==> src/udio_pkg.sv <==
// Purpose: Shared constants and types for the interrupt output block.
// Assumes: 250 MHz mclk, byte-addressed register port with 32-bit data.
// Notes: Every offset, field position, width, the mode and config reset values and the pulse count live here.
`default_nettype none
package udio_pkg;

  // ----------------------------------------------------------------
  // Register offsets (byte addresses)
  // ----------------------------------------------------------------
  localparam logic [7:0] UDIO_OFS_MODE = 8'h0C;
  localparam logic [7:0] UDIO_OFS_ICFG = 8'h10;
  localparam logic [7:0] UDIO_OFS_USB_EN = 8'h14;
  localparam logic [7:0] UDIO_OFS_USB_STAT = 8'h18;
  localparam logic [7:0] UDIO_OFS_DMA_STAT = 8'h50;
  localparam logic [7:0] UDIO_OFS_DMA_EN = 8'h54;

  // ----------------------------------------------------------------
  // Widths, field positions and reset values
  // ----------------------------------------------------------------
  localparam int UDIO_USB_W = 32;
  localparam int UDIO_DMA_W = 16;
  localparam int UDIO_GLINT_BIT = 3;
  localparam logic [7:0] UDIO_MODE_RST = 8'h00;
  localparam logic [7:0] UDIO_ICFG_RST = 8'h00;

  // ----------------------------------------------------------------
  // Pulse timing
  // ----------------------------------------------------------------
  localparam int UDIO_CLK_PS = 4000;
  localparam int UDIO_PULSE_PS = 60000;
  localparam int UDIO_PULSE_CYC_I = (UDIO_PULSE_PS + UDIO_CLK_PS - 1) / UDIO_CLK_PS;
  localparam logic [4:0] UDIO_PULSE_CYC = 5'(UDIO_PULSE_CYC_I);

  // Interrupt configuration byte, msb first
  typedef struct packed {
    logic [1:0] control_pipe_irq_mode;
    logic [1:0] in_pipe_irq_mode;
    logic [1:0] out_pipe_irq_mode;
    logic irq_level_or_pulse_sel;
    logic irq_polarity_sel;
  } udio_cfg_t;

  // Register port request
  typedef struct packed {
    logic wr;
    logic rd;
    logic [7:0] addr;
    logic [3:0] be;
    logic [31:0] wdata;
  } udio_req_t;

endpackage : udio_pkg
`default_nettype wire

==> src/udio_core.sv <==
// Purpose: Collects USB and DMA events, masks them and drives the interrupt pin.
// Assumes: Register port and event inputs synchronous to mclk.
// Notes: See behaviour list below.
// Notes on behaviour
// Software picks pin polarity and level/pulse
// Reset gives active low, level signalling
// Pulse mode: fixed pulse on OR rise
// Each event sets its own status bit
// Per-source enable gates status onto pin
// Global enable gates only the pin's rise
// Three two-bit pipe generation mode fields
// Global off still records events, no pin
// Global on with pending asserts pin
// Clearing global leaves asserted pin asserted
// Pin drops once pending status cleared
// Host clears by writing all bytes
// Sharing mode: pin low, tristate, suspend high
// Configuration register is one byte
// DMA reason register is two bytes
// Status sticky; event beats clear
`timescale 1ns/1ps
`default_nettype none
module udio_core (
  input wire logic mclk,
  input wire logic srst,
  input wire logic ce,
  input wire udio_pkg::udio_req_t req,
  output logic [31:0] reg_rdata,
  input wire logic [udio_pkg::UDIO_USB_W-1:0] usb_evt,
  input wire logic [udio_pkg::UDIO_DMA_W-1:0] dma_evt,
  input wire logic core_power_absent,
  input wire logic suspend_req,
  output logic int_pin,
  output logic io_tristate,
  output logic suspend_ind,
  output udio_pkg::udio_cfg_t pipe_cfg
);
  import udio_pkg::*;

  // ----------------------------------------------------------------
  // Registers
  // ----------------------------------------------------------------
  logic [7:0] mode_r, mode_nxt;
  udio_cfg_t cfg_r, cfg_nxt;
  logic [UDIO_USB_W-1:0] usb_en_r, usb_en_nxt, usb_stat_r, usb_stat_nxt;
  logic [UDIO_DMA_W-1:0] dma_en_r, dma_en_nxt, dma_stat_r, dma_stat_nxt;
  logic [31:0] rdata_r, rdata_nxt;
  logic [31:0] wmask;
  logic [31:0] clr32;
  logic hit_mode, hit_cfg, hit_usb_en, hit_usb_st, hit_dma_st, hit_dma_en;

  assign hit_mode = req.wr && (req.addr == UDIO_OFS_MODE) && req.be[0];
  assign hit_cfg = req.wr && (req.addr == UDIO_OFS_ICFG) && req.be[0];
  assign hit_usb_en = req.wr && (req.addr == UDIO_OFS_USB_EN);
  assign hit_usb_st = req.wr && (req.addr == UDIO_OFS_USB_STAT);
  assign hit_dma_st = req.wr && (req.addr == UDIO_OFS_DMA_STAT);
  assign hit_dma_en = req.wr && (req.addr == UDIO_OFS_DMA_EN);

  // Byte lanes become a bit mask; a partial clear only touches its lanes
  genvar gb;
  generate
    for (gb = 0; gb < 4; gb++) begin : g_lane
      assign wmask[gb*8 +: 8] = {8{req.be[gb]}};
    end
  endgenerate
  assign clr32 = req.wdata & wmask;

  // Next register values; status is write-one-to-clear, events win
  always_comb begin
    mode_nxt = mode_r;
    cfg_nxt = cfg_r;
    usb_en_nxt = usb_en_r;
    dma_en_nxt = dma_en_r;
    usb_stat_nxt = usb_stat_r;
    dma_stat_nxt = dma_stat_r;
    if (hit_mode) begin
      mode_nxt = req.wdata[7:0];
    end
    if (hit_cfg) begin
      cfg_nxt = req.wdata[7:0];
    end
    if (hit_usb_en) begin
      usb_en_nxt = (usb_en_r & ~wmask) | (req.wdata & wmask);
    end
    if (hit_dma_en) begin
      dma_en_nxt = (dma_en_r & ~wmask[15:0]) | (req.wdata[15:0] & wmask[15:0]);
    end
    if (hit_usb_st) begin
      usb_stat_nxt = usb_stat_nxt & ~clr32;
    end
    if (hit_dma_st) begin
      dma_stat_nxt = dma_stat_nxt & ~clr32[15:0];
    end
    usb_stat_nxt = usb_stat_nxt | usb_evt;
    dma_stat_nxt = dma_stat_nxt | dma_evt;
  end

  // Read mux, answered one cycle after the strobe; unmapped reads zero
  always_comb begin
    rdata_nxt = rdata_r;
    if (req.rd) begin
      unique case (req.addr)
        UDIO_OFS_MODE: rdata_nxt = {24'h000000, mode_r};
        UDIO_OFS_ICFG: rdata_nxt = {24'h000000, cfg_r};
        UDIO_OFS_USB_EN: rdata_nxt = usb_en_r;
        UDIO_OFS_USB_STAT: rdata_nxt = usb_stat_r;
        UDIO_OFS_DMA_STAT: rdata_nxt = {16'h0000, dma_stat_r};
        UDIO_OFS_DMA_EN: rdata_nxt = {16'h0000, dma_en_r};
        default: rdata_nxt = 32'h00000000;
      endcase
    end
  end

  always_ff @(posedge mclk) begin
    if (srst) begin
      mode_r <= UDIO_MODE_RST;
      cfg_r <= UDIO_ICFG_RST;
      usb_en_r <= '0;
      dma_en_r <= '0;
      usb_stat_r <= '0;
      dma_stat_r <= '0;
      rdata_r <= 32'h00000000;
    end else if (ce) begin
      mode_r <= mode_nxt;
      cfg_r <= cfg_nxt;
      usb_en_r <= usb_en_nxt;
      dma_en_r <= dma_en_nxt;
      usb_stat_r <= usb_stat_nxt;
      dma_stat_r <= dma_stat_nxt;
      rdata_r <= rdata_nxt;
    end
  end

  assign reg_rdata = rdata_r;
  assign pipe_cfg = cfg_r;

  // ----------------------------------------------------------------
  // Interrupt condition
  // ----------------------------------------------------------------
  logic pending;
  logic global_irq_enable;
  logic irq_act_r, irq_act_nxt;
  logic pulse_trig;
  logic pulse_busy;
  logic pin_act;
  logic int_pin_r, int_pin_nxt;
  logic tri_r, tri_nxt, susp_r, susp_nxt;

  assign pending = |(usb_stat_r & usb_en_r) || |(dma_stat_r & dma_en_r);
  assign global_irq_enable = mode_r[UDIO_GLINT_BIT];

  // Global enable only gates the start; once up, only cleared status or a cleared source enable ends it.
  // This keeps the known sticky behaviour on disable rather than the ideal one.
  always_comb begin
    irq_act_nxt = pending && (global_irq_enable || irq_act_r);
  end

  assign pulse_trig = irq_act_nxt && !irq_act_r && cfg_r.irq_level_or_pulse_sel;

  udio_pulse u_pulse (
    .mclk(mclk),
    .srst(srst),
    .ce(ce),
    .trig(pulse_trig && ce),
    .busy(pulse_busy)
  );

  assign pin_act = cfg_r.irq_level_or_pulse_sel ? pulse_busy : irq_act_r;

  // Pin drivers; sharing mode overrides everything
  always_comb begin
    int_pin_nxt = pin_act ^ ~cfg_r.irq_polarity_sel;
    tri_nxt = 1'b0;
    susp_nxt = suspend_req;
    if (core_power_absent) begin
      int_pin_nxt = 1'b0;
      tri_nxt = 1'b1;
      susp_nxt = 1'b1;
    end
  end

  always_ff @(posedge mclk) begin
    if (srst) begin
      irq_act_r <= 1'b0;
      int_pin_r <= 1'b1;
      tri_r <= 1'b0;
      susp_r <= 1'b0;
    end else if (ce) begin
      irq_act_r <= irq_act_nxt;
      int_pin_r <= int_pin_nxt;
      tri_r <= tri_nxt;
      susp_r <= susp_nxt;
    end
  end

  assign int_pin = int_pin_r;
  assign io_tristate = tri_r;
  assign suspend_ind = susp_r;
endmodule : udio_core
`default_nettype wire

==> src/udio_pulse.sv <==
// Purpose: Fixed-width pulse former for the pulse signalling style.
// Assumes: trig is a one-cycle request from the core.
// Notes: A new trigger while busy restarts the full width.
`timescale 1ns/1ps
`default_nettype none
module udio_pulse (
  input wire logic mclk,
  input wire logic srst,
  input wire logic ce,
  input wire logic trig,
  output logic busy
);
  import udio_pkg::*;

  logic [4:0] cnt_r;
  logic [4:0] cnt_nxt;

  // Count down the pulse width
  always_comb begin
    cnt_nxt = cnt_r;
    if (trig) begin
      cnt_nxt = UDIO_PULSE_CYC;
    end else if (cnt_r != 5'h00) begin
      cnt_nxt = cnt_r - 5'h01;
    end
  end

  always_ff @(posedge mclk) begin
    if (srst) begin
      cnt_r <= 5'h00;
    end else if (ce) begin
      cnt_r <= cnt_nxt;
    end
  end

  assign busy = (cnt_r != 5'h00);
endmodule : udio_pulse
`default_nettype wire

==> config.mk <==
export PLATFORM = sky130hd
export DESIGN_NAME = udio_core
export DESIGN_NICKNAME = d
export VERILOG_FILES = /design/src/udio_pkg.sv /design/src/udio_core.sv /design/src/udio_pulse.sv
export SDC_FILE = /design/constraint.sdc
export NUM_CORES = 1
export LEC_CHECK = 0
export BUFFER_PORTS_ARGS = -buffer_cell sky130_fd_sc_hd__buf_2
export CAP_MARGIN = 20
export CORE_MARGIN = 4
export CORE_UTILIZATION = 50
export CTS_CLUSTER_DIAMETER = 50
export DETAILED_ROUTE_END_ITERATION = 10
export GPL_TIMING_DRIVEN = 0
export MAX_ROUTING_LAYER = met4
export PLACE_DENSITY = 0.72
export RECOVER_POWER = 25
export SLEW_MARGIN = 25
export SYNTH_ARGS = -nofsm -noshare
export SYNTH_HDL_FRONTEND = slang
export SYNTH_SLANG_ARGS = --single-unit
==> constraint.sdc <==
create_clock -name mclk -period 2.7 [get_ports mclk]
set_input_delay 0.135 -clock mclk [delete_from_list [all_inputs] [get_ports mclk]]
set_output_delay 0.135 -clock mclk [all_outputs]
set_load 0.02 [all_outputs]
# Yosys cells after proc, flatten, opt, wreduce, memory -nomap -nowiden
# Cells that the tools add are included.
[op_classes] n_bitwise=18 muxes=9 reduce_logical=25 n_eq_ne=6 n_addsub=1
[op_table] operator="$pmux 32 s6" count=1
[op_table] operator="$and 32x32->32" count=4
[op_table] operator="$and 16x16->16" count=4
[op_table] operator="$not 32->32" count=2
[op_table] operator="$or 32x32->32" count=2
[op_table] operator="$mux 32" count=1
[op_table] operator="$not 16->16" count=2
[op_table] operator="$or 16x16->16" count=2
[op_table] operator="$reduce_or 32->1" count=1
[op_table] operator="$eq 8x5->1 const B" count=3
[op_table] operator="$eq 8x7->1 const B" count=2
[op_table] operator="$mux 16" count=1
[op_table] operator="$reduce_or 16->1" count=1
[op_table] operator="$logic_and 1x1->1" count=12
[op_table] operator="$reduce_and 2->1" count=6
[op_table] operator="$mux 5" count=2
[op_table] operator="$eq 8x4->1 const B" count=1
[op_table] operator="$reduce_bool 5->1" count=1
[op_table] operator="$sub 5x1->5 const B" count=1
[op_table] operator="$mux 1" count=4
[op_table] operator="$logic_or 1x1->1" count=2
[op_table] operator="$reduce_bool 2->1" count=1
[op_table] operator="$logic_not 1->1" count=1
[op_table] operator="$not 1->1" count=1
[op_table] operator="$xor 1x1->1" count=1
[totals] word_cells=75 regBits=153

# Logic depth before layout (Yosys ltp)
[logic_depth] depth_word=9 depth_mapped=9 ltp_nobuf=7

# By module
# A second synthesis with hierarchy kept.
[hier_totals] cells_unflattened=773 area_unflattened_um2=6656.4
[modules_own_cells] module="udio_core" n_inst=1 area_per_inst_um2=6381.1 cells_each=745 seq_area_each_um2=2962.8
[modules_own_cells] module="udio_pulse" n_inst=1 area_per_inst_um2=275.3 cells_each=28 seq_area_each_um2=100.1

# Worst setup path after synthesis
# Ideal clock, no wire load.
[synth_timing] path_type="flip-flop to flip-flop" from="reg with a tool-made name" to="reg u_pulse.cnt_r[4]" arrival_ns=1.554 path_stages_with_launch=7 required_ns=2.614 slack_ns=1.061 synth_period_minus_slack_ns=1.639 cell_sequence="dfxtp_1 -> a22o_1 -> a221oi_1 -> nand4_1 -> nor3b_1 -> o21ai_0 -> a211oi_1"
[synth_lines] element="to (signal assigned)" line_no="udio_pulse.sv:32" source="cnt_r <= cnt_nxt;"
[synth_lines] element="to (decl)" line_no="udio_pulse.sv:15" source="logic [4:0] cnt_r;"

# Worst setup path in the final report
[layout_timing] from="reg dma_stat_r[5]" to="reg u_pulse.cnt_r[4]"
[layout_via] elab_chain_cells=9 elab_cells_between_ends=10 cone_classes="mux: 1; bitwise: 1; reduce/logical: 8"
[layout_lines] element="from (decl)" line_no="udio_core.sv:46" source="logic [UDIO_DMA_W-1:0] dma_en_r, dma_en_nxt, dma_stat_r, dma_stat_nxt;"
[layout_lines] element="from (signal assigned)" line_no="udio_core.sv:129" source="dma_stat_r <= dma_stat_nxt;"
[layout_lines] element="$and 16x16->16 *" line_no="udio_core.sv:149" source="assign pending = |(usb_stat_r & usb_en_r) || |(dma_stat_r & dma_en_r);"
[layout_lines] element="$reduce_or 16->1 *" line_no="udio_core.sv:149"
[layout_lines] element="$logic_or 1x1->1 *" line_no="udio_core.sv:149"
[layout_lines] element="$logic_and 1x1->1 *" line_no="udio_core.sv:155" source="irq_act_nxt = pending && (global_irq_enable || irq_act_r);"
[layout_lines] element="$logic_and 1x1->1 * (2 in series)" line_no="udio_core.sv:158" source="assign pulse_trig = irq_act_nxt && !irq_act_r && cfg_r.irq_level_or_pulse_sel;"
[layout_lines] element="$logic_and 1x1->1 *" line_no="udio_core.sv:164" source=".trig(pulse_trig && ce),"
[layout_lines] element="$reduce_bool 2->1 (no line)"
[layout_lines] element="$reduce_and 2->1 (no line)"
# Mark *: on every way between the ends. The rest lies on a longest branch, timed or not.
# A chain may end at the register's enable or synchronous reset.

==> impl_metrics.py <==
metrics = {
    "worst_setup_path": {
        "crit_chain": "a22o_1 -> a221oi_1 -> nand4_1 -> nor3b_1 -> o21ai_0 -> a211oi_1",
        "end_kind": "register",
        "crit_buf_inv": 0,
        "critical_path_arrival_ns": 2.76,
        "worstPathRequired_ns": 3.04,
        "cp_slowest_stage_delay_ns": 0.60,
        "critPathKind": "register to register",
        "startpoint_type": "register",
        "crit_fanout": 5,
        "slowest_stage": "nor3b_1",
        "worst_path_dominant_cell_family": "compound AO/OA/AOI/OAI gates",
    },
    "timing": {
        "worstMarginPinSlew_ns": 0.821,
        "grt_setup_unrepaired": "false",
        "setup_viol": 0,
        "skew_ns": 0.0101,
        "period_needed_ns": 2.42,
        "slew_violations": 0,
        "tns_ns": 0,
        "fmax_mhz": 413,
        "fin_crit_sh_pct": 89.8,
        "finalHoldViolations": 0,
        "slew_headroom_pct": 45.1,
        "layout_setup_ws_ns": 0.277,
    },
    "clocking": {
        "numCtsBuffers": 17,
        "cts_root_buffer": "clkbuf_16",
        "cts_resized": 0,
        "clk_latency_ns": 0.43,
        "cts_tree": "built",
        "cts_max_level": 4,
        "clk_pin_slew_ns": 0.06,
        "cts_sinks": 153,
        "clk_path_buf_depth": 2,
    },
    "drt": {
        "first_pass_iters": 6,
        "antenna_left": 0,
        "drtIter0Drc": 895,
        "drc": 0,
        "drt-total-wl_um": 24900,
        "vias": 7262,
        "vias_per_cell": 6.06,
        "routedWlPerCell_um": 20.8,
    },
    "logic_synthesis": {
        "synth_edf_count": 0,
        "netlist_instances": 786,
        "syn_area_um2": 6590,
        "yosys.area.top_type": "dfxtp_1",
        "ys_types": 46,
        "yosysWarnings": 0,
        "avgSynthCellArea_um2": 8.39,
        "synth-seq-cells": 153,
        "yosys.area.top_type_share_pct": 46.5,
        "yosys-top-cells-area": "dfxtp_1, nand2_1, a22oi_1",
        "syn-num-nets": 887,
        "ys_async_sr_fraction_pct": 0,
        "ys_seq_area_share_pct": 46.5,
        "ys.flop_type": "dfxtp_1",
    },
    "place": {
        "dp_cells": 1097,
        "place_congestion": 0.971,
        "pre_cts_ws_ns": 0.344,
        "hpwl_um": 16900,
        "io_buffers": 139,
    },
    "min_path": {
        "min_path_type": "input pin to register",
    },
    "final_layout": {
        "drive_gt1_share_pct": 15.1,
        "final_core_util_pct": 68.4,
        "final_cell_mix": "dfxtp_1, nand2_1, nor2_1",
        "layout_commonest_cell": "dfxtp_1",
        "layout.nets": 1114,
        "fill_cells": 1059,
        "syn2layout_area_growth_pct": 32.5,
        "fin_cells": 1198,
    },
    "power_and_ir_drop": {
        "powerDensity_nw_per_um2": 656,
        "p_sw_uw": 1490,
        "internal-power_uw": 4250,
        "cellLeakagePower_uw": 0.00334,
        "pwr-share-clk_pct": 43.0,
        "p_sw_share_pct": 25.9,
        "combPwrFrac_pct": 14.1,
        "total_power_uw": 5730,
        "seq_power_share_pct": 42.9,
        "ir_worst_vdd_mv": 0.508,
    },
    "grt": {
        "grt_pass1_wl_um": 37700,
        "grt.overflow.total": 0,
        "antenna_found_initial": 0,
        "grt_max_degree": 17,
        "grt_util_all_layers_pct": 34.1,
        "first_global_vias": 6812,
    },
    "floorplanning": {
        "dieArea_um2": 15100,
        "io-pin-count": 142,
        "initial_core_util_pct": 51.6,
        "die_height_um": 123,
        "core_um2": 12800,
        "rows": 41,
        "die_w_um": 123,
    },
    "run_status": {
        "status": "finished clean",
    },
    "run": {
        "cap_violations": 0,
    },
}
layer usage:
layer  wire length [um]  track usage, %  up-vias
met5                  0               -        -
met4                930            13.6        0
met3               2680            8.99       96
met2              11300            51.7      457
met1               9980            43.4     3422
li1                   -               -     3287
cell type report:
cell class                      instances  area (um2)  share of cell area [%]
Buffer                                 53         233                    2.66
Inverter                                4        15.0                   0.172
Sequential cell                       153        3060                    35.0
Tap cell                              172         215                    2.46
Multi-Input combinational cell        576        3270                    37.5
Timing Repair Buffer                  208        1330                    15.2
Clock buffer                           23         488                    5.58
Antenna cell                            1        2.50                  0.0286
Clock inverter                          8         118                    1.35
cells by family after synthesis:
family	Yosys count	share of synthesized area, %
AND/OR/NAND/NOR	341	23.0
AO/OA/AOI/OAI	203	21.8
flip-flops	153	46.5
buffers and inverters	57	3.83
multiplexers	29	4.40
adder cells (fa/ha/maj)	2	0.379
XOR/XNOR	1	0.133
cell usage after synthesis, types with 4 or more instances:
cell	instances
a221o_1	11
nor3_1	25
nand2_1	146
a211oi_1	6
nand3_1	22
nand4_1	5
a21oi_1	55
dfxtp_1	153
a22o_1	13
clkbuf_1	36
a221oi_1	29
buf_2	10
or2_2	6
mux2i_1	29
o21ai_0	14
nor2_1	113
a22oi_1	71
inv_1	4
per-stage QoR:
step / instance area (um2) / hold slack [ns]
after floorplan: 6590 / 0.275
after global placement: 7500 / 0.389
after detailed placement: 7500 / 0.398
after CTS: 8800 / 0.00176
after global routing: 8740 / 0.0171
final: 8740 / 0.00499
worst min-delay path: stages:
cell      delay [ns]
buf_2           0.09
nor2_1          0.08
a211oi_1        0.07
power by group through the flow:
| stage | logic (uW) | registers (uW) | clock network (uW) |
|---|---|---|---|
| finish | 807 | 2460 | 2460 |
| global route | 887 | 2470 | 2560 |
| CTS | 791 | 2450 | 2460 |
| detailed placement | 710 | 2500 | 0 |
| global placement | 701 | 2500 | 0 |
| floorplan | 437 | 2500 | 0 |
worst paths after layout:
check	startpoint	endpoint	slack, ns	cells past startpoint
setup / recovery	dma_stat_r[5]	u_pulse.cnt_r[4]	0.28	6
hold / removal	suspend_req	suspend_ind	0.005	3
setup reg to reg	dma_stat_r[5]	u_pulse.cnt_r[4]	0.28	6
hold reg to reg	mode_r[0]	mode_r[0]	0.46	2
what timing repair did:
action | 4_1_cts | 5_1_grt
buffers inserted | 0 | 0
hold endpoints to repair | 69 | 0
hold buffers | 69 | 0
No activity file was read; power rests on OpenSTA's default activity.
